[src/hw/frp_pkg.sv]
// Package of constants and types for the flash restart and power-on sequencer
package frp_pkg;
  // Clock rate
  localparam int unsigned CLK_MHZ = 100;

  // Times in their own units
  localparam int unsigned RESTART_PULSE_MIN_US = 10;
  localparam int unsigned RESTART_TO_SELECT_GAP_US = 10;
  localparam int unsigned POWER_ON_RECOVERY_US = 35;
  localparam int unsigned REC_READ_US = 35;
  localparam int unsigned REC_DECODE_US = 40;
  localparam int unsigned REC_PROGRAM_US = 310;
  localparam int unsigned REC_SMALL_ERASE_MS = 12;
  localparam int unsigned REC_BLOCK_ERASE_MS = 25;
  localparam int unsigned REC_CHIP_ERASE_MS = 100;
  localparam int unsigned REC_STATUS_WRITE_MS = 40;

  // Cycle counts derived from the clock rate (least times, exact multiples)
  localparam int unsigned RESTART_PULSE_CYC = RESTART_PULSE_MIN_US * CLK_MHZ;
  localparam int unsigned POWER_ON_REC_CYC = POWER_ON_RECOVERY_US * CLK_MHZ;
  localparam int unsigned REC_READ_CYC = REC_READ_US * CLK_MHZ;
  localparam int unsigned REC_DECODE_CYC = REC_DECODE_US * CLK_MHZ;
  localparam int unsigned REC_PROGRAM_CYC = REC_PROGRAM_US * CLK_MHZ;
  localparam int unsigned REC_SMALL_ERASE_CYC = REC_SMALL_ERASE_MS * 1000 * CLK_MHZ;
  localparam int unsigned REC_BLOCK_ERASE_CYC = REC_BLOCK_ERASE_MS * 1000 * CLK_MHZ;
  localparam int unsigned REC_CHIP_ERASE_CYC = REC_CHIP_ERASE_MS * 1000 * CLK_MHZ;
  localparam int unsigned REC_STATUS_WRITE_CYC = REC_STATUS_WRITE_MS * 1000 * CLK_MHZ;

  // Counter width, holds the longest recovery
  localparam int unsigned CNT_W = 24;

  // Register map, byte addresses
  localparam logic [7:0] REG_STATUS = 8'h00;
  localparam logic [7:0] REG_CTRL = 8'h04;
  localparam logic [7:0] REG_LOCK = 8'h08;

  // Control register pulse bits
  localparam int unsigned CTRL_WL_SET = 0;
  localparam int unsigned CTRL_WL_CLR = 1;
  localparam int unsigned CTRL_ADDR4_ENTER = 2;
  localparam int unsigned CTRL_ADDR4_EXIT = 3;

  // Reset values of the volatile state
  localparam logic [7:0] LOCK_RESET = 8'h00;
  localparam logic [31:0] RDATA_RESET = 32'h0000_0000;

  // Operation the core is executing, also the recovery class
  typedef enum logic [2:0] {
    FRP_OP_IDLE = 3'b000,
    FRP_OP_READ = 3'b001,
    FRP_OP_DECODE = 3'b010,
    FRP_OP_PROGRAM = 3'b011,
    FRP_OP_SMALL_ERASE = 3'b100,
    FRP_OP_BLOCK_ERASE = 3'b101,
    FRP_OP_CHIP_ERASE = 3'b110,
    FRP_OP_STATUS_WRITE = 3'b111
  } frp_op_t;

  // Sequencer states
  typedef enum logic [2:0] {
    FRP_ST_SUPPLY_LOW = 3'b000,
    FRP_ST_READY = 3'b001,
    FRP_ST_PULSE = 3'b010,
    FRP_ST_HELD = 3'b011,
    FRP_ST_RECOVER = 3'b100
  } frp_state_t;

  // Volatile flags carried together
  typedef struct packed {
    logic write_latch_flag;
    logic addr_4byte;
    logic [7:0] lock;
  } frp_flags_t;

  // Status word layout
  typedef struct packed {
    logic [13:0] zero;
    frp_op_t rec_class;
    frp_state_t state;
    logic [7:0] lock;
    logic addr_4byte;
    logic op_in_progress_flag;
    logic write_latch_flag;
    logic busy;
  } frp_status_t;

  localparam frp_flags_t FLAGS_RESET = '{write_latch_flag: 1'b0, addr_4byte: 1'b0, lock: LOCK_RESET};
endpackage

[src/hw/frp_sequencer.sv]
// Hard restart and power-on sequencer for a serial flash device
//
// Decided for this implementation: strobed register access and the address map.
`timescale 1ns/100ps
`default_nettype none

module frp_sequencer #(
  parameter int unsigned PROGRAM_CYC = frp_pkg::REC_PROGRAM_CYC,
  parameter int unsigned SMALL_ERASE_CYC = frp_pkg::REC_SMALL_ERASE_CYC,
  parameter int unsigned BLOCK_ERASE_CYC = frp_pkg::REC_BLOCK_ERASE_CYC,
  parameter int unsigned CHIP_ERASE_CYC = frp_pkg::REC_CHIP_ERASE_CYC,
  parameter int unsigned STATUS_WRITE_CYC = frp_pkg::REC_STATUS_WRITE_CYC
) (
  input wire logic clk_sys_in,
  input wire logic reset_in,
  // Device pins, active low restart and select
  input wire logic restart_n_in,
  input wire logic select_n_in,
  // Power-on detector, high when supply above write inhibit threshold
  input wire logic supply_ok_in,
  // Core status
  input wire frp_pkg::frp_op_t op_kind_in,
  input wire logic erase_suspended_in,
  input wire frp_pkg::frp_op_t suspended_kind_in,
  input wire logic so_data_in,
  input wire logic so_drive_in,
  // Register port
  input wire logic [7:0] reg_addr_in,
  input wire logic [31:0] reg_wdata_in,
  input wire logic reg_write_in,
  input wire logic reg_read_in,
  output logic [31:0] reg_rdata_out,
  // Serial output pin
  output logic so_out,
  output logic so_oe_out,
  // Core control
  output logic core_reset_out,
  output logic abort_op_out,
  output logic cmd_enable_out,
  output logic busy_out,
  output logic deep_power_down_out,
  output logic write_latch_flag_out,
  output logic op_in_progress_flag_out,
  output logic addr_4byte_out,
  output logic [7:0] lock_out
);

  localparam logic [frp_pkg::CNT_W-1:0] PULSE_LAST = frp_pkg::CNT_W'(frp_pkg::RESTART_PULSE_CYC - 1);
  localparam logic [frp_pkg::CNT_W-1:0] POWER_ON_LAST = frp_pkg::CNT_W'(frp_pkg::POWER_ON_REC_CYC - 1);

  frp_pkg::frp_state_t state;
  frp_pkg::frp_state_t next_state;
  logic [frp_pkg::CNT_W-1:0] cnt;
  logic [frp_pkg::CNT_W-1:0] next_cnt;
  frp_pkg::frp_op_t rec_class;
  frp_pkg::frp_op_t next_rec_class;
  frp_pkg::frp_flags_t flags;
  frp_pkg::frp_flags_t next_flags;
  logic abort_op;
  logic next_abort_op;
  logic [31:0] rdata;
  logic [31:0] next_rdata;
  logic so_q;
  logic next_so_q;
  logic ready;
  logic op_active;
  frp_pkg::frp_status_t status;

  // Recovery cycles, minus one, for a captured class
  function automatic logic [frp_pkg::CNT_W-1:0] rec_last(input frp_pkg::frp_op_t cls);
    int unsigned cyc;
    cyc = frp_pkg::REC_READ_CYC;
    case (cls)
      frp_pkg::FRP_OP_IDLE: cyc = frp_pkg::POWER_ON_REC_CYC;
      frp_pkg::FRP_OP_READ: cyc = frp_pkg::REC_READ_CYC;
      frp_pkg::FRP_OP_DECODE: cyc = frp_pkg::REC_DECODE_CYC;
      frp_pkg::FRP_OP_PROGRAM: cyc = PROGRAM_CYC;
      frp_pkg::FRP_OP_SMALL_ERASE: cyc = SMALL_ERASE_CYC;
      frp_pkg::FRP_OP_BLOCK_ERASE: cyc = BLOCK_ERASE_CYC;
      frp_pkg::FRP_OP_CHIP_ERASE: cyc = CHIP_ERASE_CYC;
      frp_pkg::FRP_OP_STATUS_WRITE: cyc = STATUS_WRITE_CYC;
      default: cyc = frp_pkg::REC_READ_CYC;
    endcase
    return frp_pkg::CNT_W'(cyc - 1);
  endfunction

  // Decode of ready and in-flight work
  assign ready = (state == frp_pkg::FRP_ST_READY);
  assign op_active = (op_kind_in != frp_pkg::FRP_OP_IDLE) && (op_kind_in != frp_pkg::FRP_OP_READ)
    && (op_kind_in != frp_pkg::FRP_OP_DECODE);

  // Sequencer and volatile flags, next values
  always_comb begin
    next_state = state;
    next_cnt = cnt;
    next_rec_class = rec_class;
    next_flags = flags;
    next_abort_op = 1'b0;
    if (!supply_ok_in) begin
      // Supply low: everything held at defaults
      next_state = frp_pkg::FRP_ST_SUPPLY_LOW;
      next_cnt = '0;
      next_flags = frp_pkg::FLAGS_RESET;
      next_rec_class = frp_pkg::FRP_OP_IDLE;
    end else begin
      case (state)
        frp_pkg::FRP_ST_SUPPLY_LOW: begin
          next_state = frp_pkg::FRP_ST_RECOVER;
          next_cnt = POWER_ON_LAST;
          next_rec_class = frp_pkg::FRP_OP_IDLE;
        end
        frp_pkg::FRP_ST_READY: begin
          if (!restart_n_in) begin
            next_state = frp_pkg::FRP_ST_PULSE;
            next_cnt = '0;
            // Suspended erase sets the recovery class
            next_rec_class = erase_suspended_in ? suspended_kind_in : op_kind_in;
          end else if (reg_write_in && reg_addr_in == frp_pkg::REG_CTRL) begin
            if (reg_wdata_in[frp_pkg::CTRL_WL_SET]) begin
              next_flags.write_latch_flag = 1'b1;
            end else if (reg_wdata_in[frp_pkg::CTRL_WL_CLR]) begin
              next_flags.write_latch_flag = 1'b0;
            end
            if (reg_wdata_in[frp_pkg::CTRL_ADDR4_ENTER]) begin
              next_flags.addr_4byte = 1'b1;
            end else if (reg_wdata_in[frp_pkg::CTRL_ADDR4_EXIT]) begin
              next_flags.addr_4byte = 1'b0;
            end
          end else if (reg_write_in && reg_addr_in == frp_pkg::REG_LOCK) begin
            next_flags.lock = reg_wdata_in[7:0];
          end
        end
        frp_pkg::FRP_ST_PULSE: begin
          if (restart_n_in) begin
            // Pulse too short, no reset, straight back to ready, also when entered from recovery
            next_state = frp_pkg::FRP_ST_READY;
          end else if (cnt == PULSE_LAST) begin
            next_state = frp_pkg::FRP_ST_HELD;
            next_flags = frp_pkg::FLAGS_RESET;
            next_abort_op = op_active;
          end else begin
            next_cnt = cnt + 1'b1;
          end
        end
        frp_pkg::FRP_ST_HELD: begin
          if (restart_n_in) begin
            next_state = frp_pkg::FRP_ST_RECOVER;
            next_cnt = rec_last(rec_class);
          end
        end
        frp_pkg::FRP_ST_RECOVER: begin
          if (!restart_n_in) begin
            // Restart again, class kept from the first one
            next_state = frp_pkg::FRP_ST_PULSE;
            next_cnt = '0;
          end else if (cnt == '0) begin
            next_state = frp_pkg::FRP_ST_READY;
          end else begin
            next_cnt = cnt - 1'b1;
          end
        end
        default: begin
          next_state = frp_pkg::FRP_ST_SUPPLY_LOW;
          next_cnt = '0;
        end
      endcase
    end
  end

  // Sequencer and volatile flags, registers
  always_ff @(posedge clk_sys_in) begin
    if (reset_in) begin
      state <= frp_pkg::FRP_ST_SUPPLY_LOW;
      cnt <= '0;
      rec_class <= frp_pkg::FRP_OP_IDLE;
      flags <= frp_pkg::FLAGS_RESET;
      abort_op <= 1'b0;
    end else begin
      state <= next_state;
      cnt <= next_cnt;
      rec_class <= next_rec_class;
      flags <= next_flags;
      abort_op <= next_abort_op;
    end
  end

  // Status word
  always_comb begin
    status = '0;
    status.rec_class = rec_class;
    status.state = state;
    status.lock = flags.lock;
    status.addr_4byte = flags.addr_4byte;
    status.op_in_progress_flag = !ready;
    status.write_latch_flag = flags.write_latch_flag;
    status.busy = !ready;
  end

  // Register read data and serial output, next values
  always_comb begin
    next_rdata = '0;
    if (reg_read_in) begin
      case (reg_addr_in)
        frp_pkg::REG_STATUS: next_rdata = status;
        frp_pkg::REG_LOCK: next_rdata = {24'h00_0000, flags.lock};
        default: next_rdata = '0;
      endcase
    end
    next_so_q = so_data_in;
  end

  // Read data and serial output, registers
  always_ff @(posedge clk_sys_in) begin
    if (reset_in) begin
      rdata <= frp_pkg::RDATA_RESET;
      so_q <= 1'b0;
    end else begin
      rdata <= next_rdata;
      so_q <= next_so_q;
    end
  end

  // Outputs
  assign reg_rdata_out = rdata;
  assign so_out = so_q;
  assign so_oe_out = so_drive_in && restart_n_in && ready && !select_n_in;
  assign core_reset_out = (state == frp_pkg::FRP_ST_SUPPLY_LOW) || (state == frp_pkg::FRP_ST_HELD);
  assign abort_op_out = abort_op;
  assign cmd_enable_out = ready && restart_n_in && supply_ok_in;
  assign busy_out = !ready;
  assign deep_power_down_out = 1'b0;
  assign write_latch_flag_out = flags.write_latch_flag;
  assign op_in_progress_flag_out = !ready;
  assign addr_4byte_out = flags.addr_4byte;
  assign lock_out = flags.lock;

endmodule

`default_nettype wire

[config.mk]
export PLATFORM = sky130hd
export DESIGN_NAME = frp_sequencer
export DESIGN_NICKNAME = d
export VERILOG_FILES = /design/src/hw/frp_pkg.sv /design/src/hw/frp_sequencer.sv
export SDC_FILE = /design/constraint.sdc
export NUM_CORES = 1
export LEC_CHECK = 0
export BUFFER_PORTS_ARGS = -buffer_cell sky130_fd_sc_hd__buf_2
export CAP_MARGIN = 30
export CORE_MARGIN = 3
export CORE_UTILIZATION = 55
export CTS_CLUSTER_SIZE = 20
export DETAILED_ROUTE_END_ITERATION = 7
export PLACE_DENSITY = 0.81
export SLEW_MARGIN = 5
export SYNTH_ARGS = -nofsm -noshare
export SYNTH_HDL_FRONTEND = slang
export SYNTH_SLANG_ARGS = --single-unit
[constraint.sdc]
create_clock -name clk_sys_in -period 3.05 [get_ports clk_sys_in]
set_input_delay 0.4575 -clock clk_sys_in [delete_from_list [all_inputs] [get_ports clk_sys_in]]
set_output_delay 0.4575 -clock clk_sys_in [all_outputs]
set_load 0.02 [all_outputs]
# Yosys cells after proc, flatten, opt, wreduce, memory -nomap -nowiden
# Memory sizes are Yosys's and may differ from the RTL's. A register that Yosys moved wholly into a read port is not among the register bits.
# Cells that the tools add are included.
[totals]
output_inout_bits = 50
elab_cells = 101
mem_count = 1
romBits = 160
register_bits = 74
[memory_table]
columns = ["name", "words", "width", "rd", "rd_clocked_by_memory_dff", "wr", "line_no", "source"]
rows = [
  ["(name not given)", 8, 20, 1, 1, 0, "frp_sequencer.sv:73", "case (cls)"],
]
[op_classes]
bitwise = 4
n_eq_ne = 23
n_reduce_logical = 27
muxes = 34
addsub = 3
[ops]
columns = ["cell", "n"]
rows = [
  ["two-way mux 24 bit", 9],
  ["case mux 24 bit (5 select lines)", 1],
  ["subtractor 24 x 1 -> 24 bit, second input constant", 2],
  ["case mux 18 bit (2 select lines)", 1],
  ["two-way mux 10 bit", 3],
  ["two-way mux 3 bit", 10],
  ["adder 24 x 1 -> 24 bit, second input constant", 1],
  ["== test 24 x 10 -> 1 bit, second input constant", 1],
  ["zero test 24 bit", 1],
  ["case mux 10 bit (2 select lines)", 1],
  ["AND reduction 6 bit", 3],
  ["two-way mux 8 bit", 2],
  ["!= test 3 bit, second input constant", 5],
  ["case mux 3 bit (5 select lines)", 1],
  ["!= test 2 bit, second input constant", 7],
  ["logical AND 1 bit", 9],
  ["== test 8 x 3 -> 1 bit, second input constant", 1],
  ["== test 8 x 4 -> 1 bit, second input constant", 1],
  ["zero test 8 bit", 1],
  ["== test 3 x 2 -> 1 bit, second input constant", 2],
  ["case mux 3 bit (2 select lines)", 1],
  ["AND reduction 5 bit", 1],
  ["OR reduction 5 bit", 1],
  ["two-way mux 1 bit", 4],
  ["15 further kinds", 22],
]

# Longest topological paths before layout
[depth]
depth_word = 6
mapped_depth = 10

# Worst setup path after synthesis
# OpenSTA, ideal clock, no wires.
[synth_path]
path_kind = "reg2reg"
from = "register state[0]"
to = "register with a tool-made name"
synth_period_minus_slack_ns = 2.315
stages_incl_launch_ff = 10
arrival_ns = 2.188
path_slack_ns = 0.735
path_cell_list = "dfxtp_1 -> buf_2 -> nor3b_2 -> inv_1 -> nor2_1 -> a22oi_1 -> nor2_1 -> inv_1 -> ha_1 -> or3_1"
[synth_rtl]
columns = ["item", "line_no", "source"]
rows = [
  ["from (decl)", "frp_sequencer.sv:51", "frp_pkg::frp_state_t state;"],
  ["from (signal assigned)", "frp_sequencer.sv:173", "state <= frp_pkg::FRP_ST_SUPPLY_LOW;"],
  ["from (signal assigned)", "frp_sequencer.sv:179", "state <= next_state;"],
]

# Worst setup path in the final report
[layout_path]
from = "register cnt[1] (netlist bit)"
to = "register flags, in the netlist lock_out[2]"
[layout_between]
elab_chain_len = 3
[layout_rtl]
columns = ["item", "line_no", "source"]
rows = [
  ["from (decl)", "frp_sequencer.sv:53", "logic [frp_pkg::CNT_W-1:0] cnt;"],
  ["from (signal assigned)", "frp_sequencer.sv:180", "cnt <= next_cnt;"],
  ["== test 24 x 10 -> 1 bit", "frp_sequencer.sv:137", "end else if (cnt == PULSE_LAST) begin"],
  ["!= test 2 bit (no source line)", "-", ""],
  ["AND reduction 6 bit (no source line)", "-", ""],
  ["to (signal assigned)", "frp_sequencer.sv:176", "flags <= frp_pkg::FLAGS_RESET;"],
  ["to (signal assigned)", "frp_sequencer.sv:182", "flags <= next_flags;"],
  ["to (decl)", "frp_sequencer.sv:57", "frp_pkg::frp_flags_t flags;"],
]
# Every way passes these cells.
# A chain may end at the register's enable or synchronous reset.

==> flow_metrics.tcl <==
set metrics [dict create \
    hold_viol 0 \
    nets 711 \
    htree_levels 3 \
    grt_overflow_total 0 \
    rsz0062_at_grt "false" \
    ys_types 74 \
    gp_congestion 0.954 \
    fin_cells 754 \
    worst_pin_slew_ns 0.788 \
    min_path_type "input port to register" \
    detail-route-antenna-nets 0 \
    setup_viol 0 \
    clk_path_buf_depth 2 \
    synth_ff_type "dfxtp_1" \
    end_kind "register" \
    drt-pass1-iter-count 6 \
    rows 33 \
    ff2ff_setup_slack_ns 0.42 \
    synth_area_um2 4800 \
    drc_errors 0 \
    synth-edff-count 0 \
    hpwl_mm 9.67 \
    cts.sinks 77 \
    ir_drop_mv 0.239 \
    hold_path_depth 2 \
    synthArstFlopShare 0 \
    antenna_found_initial 0 \
    start_util 0.575 \
    report.power.total_mw 2.13 \
    rr_worst_depth 7 \
    status "finished, final reports clean" \
    timing.rr.end "lock_out[2]" \
    post-route-period-util 0.861 \
    grt_pass1_vias 4382 \
    die_w_um 99.4 \
    wl_per_cell_um 18.1 \
    via_per_inst 6.30 \
    postCtsHoldBufs 0 \
    arrival_ns 2.93 \
    crit_type "register to register" \
    cts_setup_buffers 0 \
    cts_tree "built" \
    fill_cells 737 \
    timing.fmax_mhz 381 \
    wl_mm 13.6 \
    drt-initial-drc-count 644 \
    cp-start-kind "register" \
    vias 4753 \
    worstHoldStart "reset_in" \
    core_area_um2 8340 \
    hold_end "so_out" \
    r2r-start "cnt[1]" \
    final.min_clock_period_ns 2.63 \
    cp.required_ns 3.35 \
    maxCapViolations 0 \
    relSlewSlack 0.473 \
    grt_max_degree 25 \
    p_leak_nw 2.12 \
    boundaryPins 106 \
    dieHeight_um 99.4 \
    grt_usage 0.272 \
    area_growth_pct 11.5 \
    yosysSeqAreaShare 0.321 \
    root_buffer "clkbuf_8" \
    cts_buffers 9 \
    cts_resized 0 \
    clk_latency_ns 0.37 \
    fin_skew_ns 0.0140 \
    port-buffer-count 66 \
    final_max_slew_viol_count 0 \
    yosys_warnings 0 \
    diodes 0 \
    drive_gt1_frac 0.193 \
    powerDensity_nw_per_um2 399 \
    final_util 0.641 \
    final_cell_area_um2 5350 \
    dieArea_um2 9880 \
    dp.cells 738 \
    dpl-instance-area_um2 5140 \
    grt_pass1_wl_mm 21.8 \
    cp_max_fo 8 \
    clkTransAtPathRegs_ns 0.09 \
    netlist_instances 591 \
    ys_ff_latch 77 \
    syn_area_per_cell_um2 8.11 \
    fin_setup_tns_ns 0 \
]
-- how the worst max path moves through the flow --
| stage | from | end | slack, ns | cells after the start |
|---|---|---|---|---|
| detailed placement | restart_n_in | register | 0.43 | 8 |
| floorplan | state[0] | register | 0.73 | 9 |
| CTS | cnt[1] | cnt[6] | 0.50 | 7 |
| global route | cnt[1] | lock_out[2] | 0.25 | 7 |
| global placement | reg_addr_in[5] | reg_rdata_out[14] | 0.50 | 7 |
| finish | cnt[1] | lock_out[2] | 0.42 | 7 |
-- critical path, cell delays in order, from the launching register on --
cell and delay, ns:
dfxtp_1 0.42, ha_1 0.28, nand3b_1 0.14, nor4_1 0.51, nand2_1 0.23, o22ai_2 0.50
mux2_2 0.39, nor2_1 0.08
-- final cells by class --
type / count / area (um^2) / area share
timing repair buffer: 84 / 465 / 0.0870
multi-input combinational: 451 / 2930 / 0.547
tap: 105 / 131 / 0.0246
clock inverter: 7 / 80.1 / 0.0150
inverter: 21 / 78.8 / 0.0147
clock buffer: 9 / 124 / 0.0232
sequential: 77 / 1540 / 0.288
-- cell usage after synthesis, drive strengths merged (4+ instances only) --
cell    instances  area, um^2
o31ai           4        30.0
or3             9        56.3
mux2i          15         150
nor3           19        95.1
nand3          17        85.1
xnor2          14         123
a22oi           6        45.0
nor4           19         176
and4            5        43.8
inv            21        78.8
o221ai          6        52.6
buf            33         224
and3            7        43.8
dfxtp          77        1540
nor2           51         191
nand4          18         113
a211oi         11        82.6
xor2            7        61.3
nand2b          7        43.8
o22ai          16         106
a21oi          38         194
nand3b          5        37.5
nand2          41         161
o21ai          21         105
nor3b           5        42.5
mux2            5        56.3
and2           22         143
clkbuf         23        87.6
a21o            4        30.0
ha             11         138
a31oi           5        31.3
-- kinds of logic (layout without fill, tap and decap cells) --
group,Yosys count,after routing,share of synthesized area
xor+xnor,21,21,0.0384
compound gates,141,141,0.197
mux,20,20,0.0430
buf+inv,77,121,0.0814
fa+ha+maj,11,11,0.0287
flops,77,77,0.321
simple gates,243,243,0.290
other cells,1,15,0.000782
-- through the flow --
step / hold slack [ns] / worst slack [ns]
6_report: 0.279 / 0.423
5_1_grt: 0.278 / 0.245
4_1_cts: 0.270 / 0.497
3_5_place_dp: 0.460 / 0.426
3_3_place_gp: 0.452 / 0.503
2_1_floorplan: 0.430 / 0.735
-- power breakdown --
| part | internal, mW | leakage (nW) | switching (mW) |
|---|---|---|---|
| sequential | 1.02 | 0.623 | 0.0225 |
| combinational | 0.103 | 1.40 | 0.168 |
| clock | 0.391 | 0.103 | 0.431 |
-- layout by cell type, fill, tap and decap left out, drive strengths merged, types with 3 or more instances in the layout --
master	instances
nand3	17
xnor2	14
nor2	51
o22ai	16
or2	3
o31ai	4
a211oi	11
nor3b	5
nand2b	7
and3	7
o32ai	3
inv	25
o221ai	6
nor4	19
a22oi	6
nor2b	3
o211ai	3
nor3	19
a31oi	5
dfxtp	77
mux2	5
a21o	4
nand4	18
mux2i	15
conb	15
ha	11
a21oi	38
buf	84
and4	5
and2	22
nand2	41
nand3b	5
xor2	7
o21ai	21
or3	9
clkbuf	9
-- per-layer routing --
| layer | vias to the layer above | routed length [um] | track usage |
|---|---|---|---|
| met5 | - | 0 | 0 |
| met4 | 0 | 343 | 0.0914 |
| met3 | 38 | 1360 | 0.0792 |
| met2 | 253 | 6240 | 0.433 |
| met1 | 2220 | 5700 | 0.353 |
| li1 | 2242 | - | - |
(Power assumes the default switching activity.)
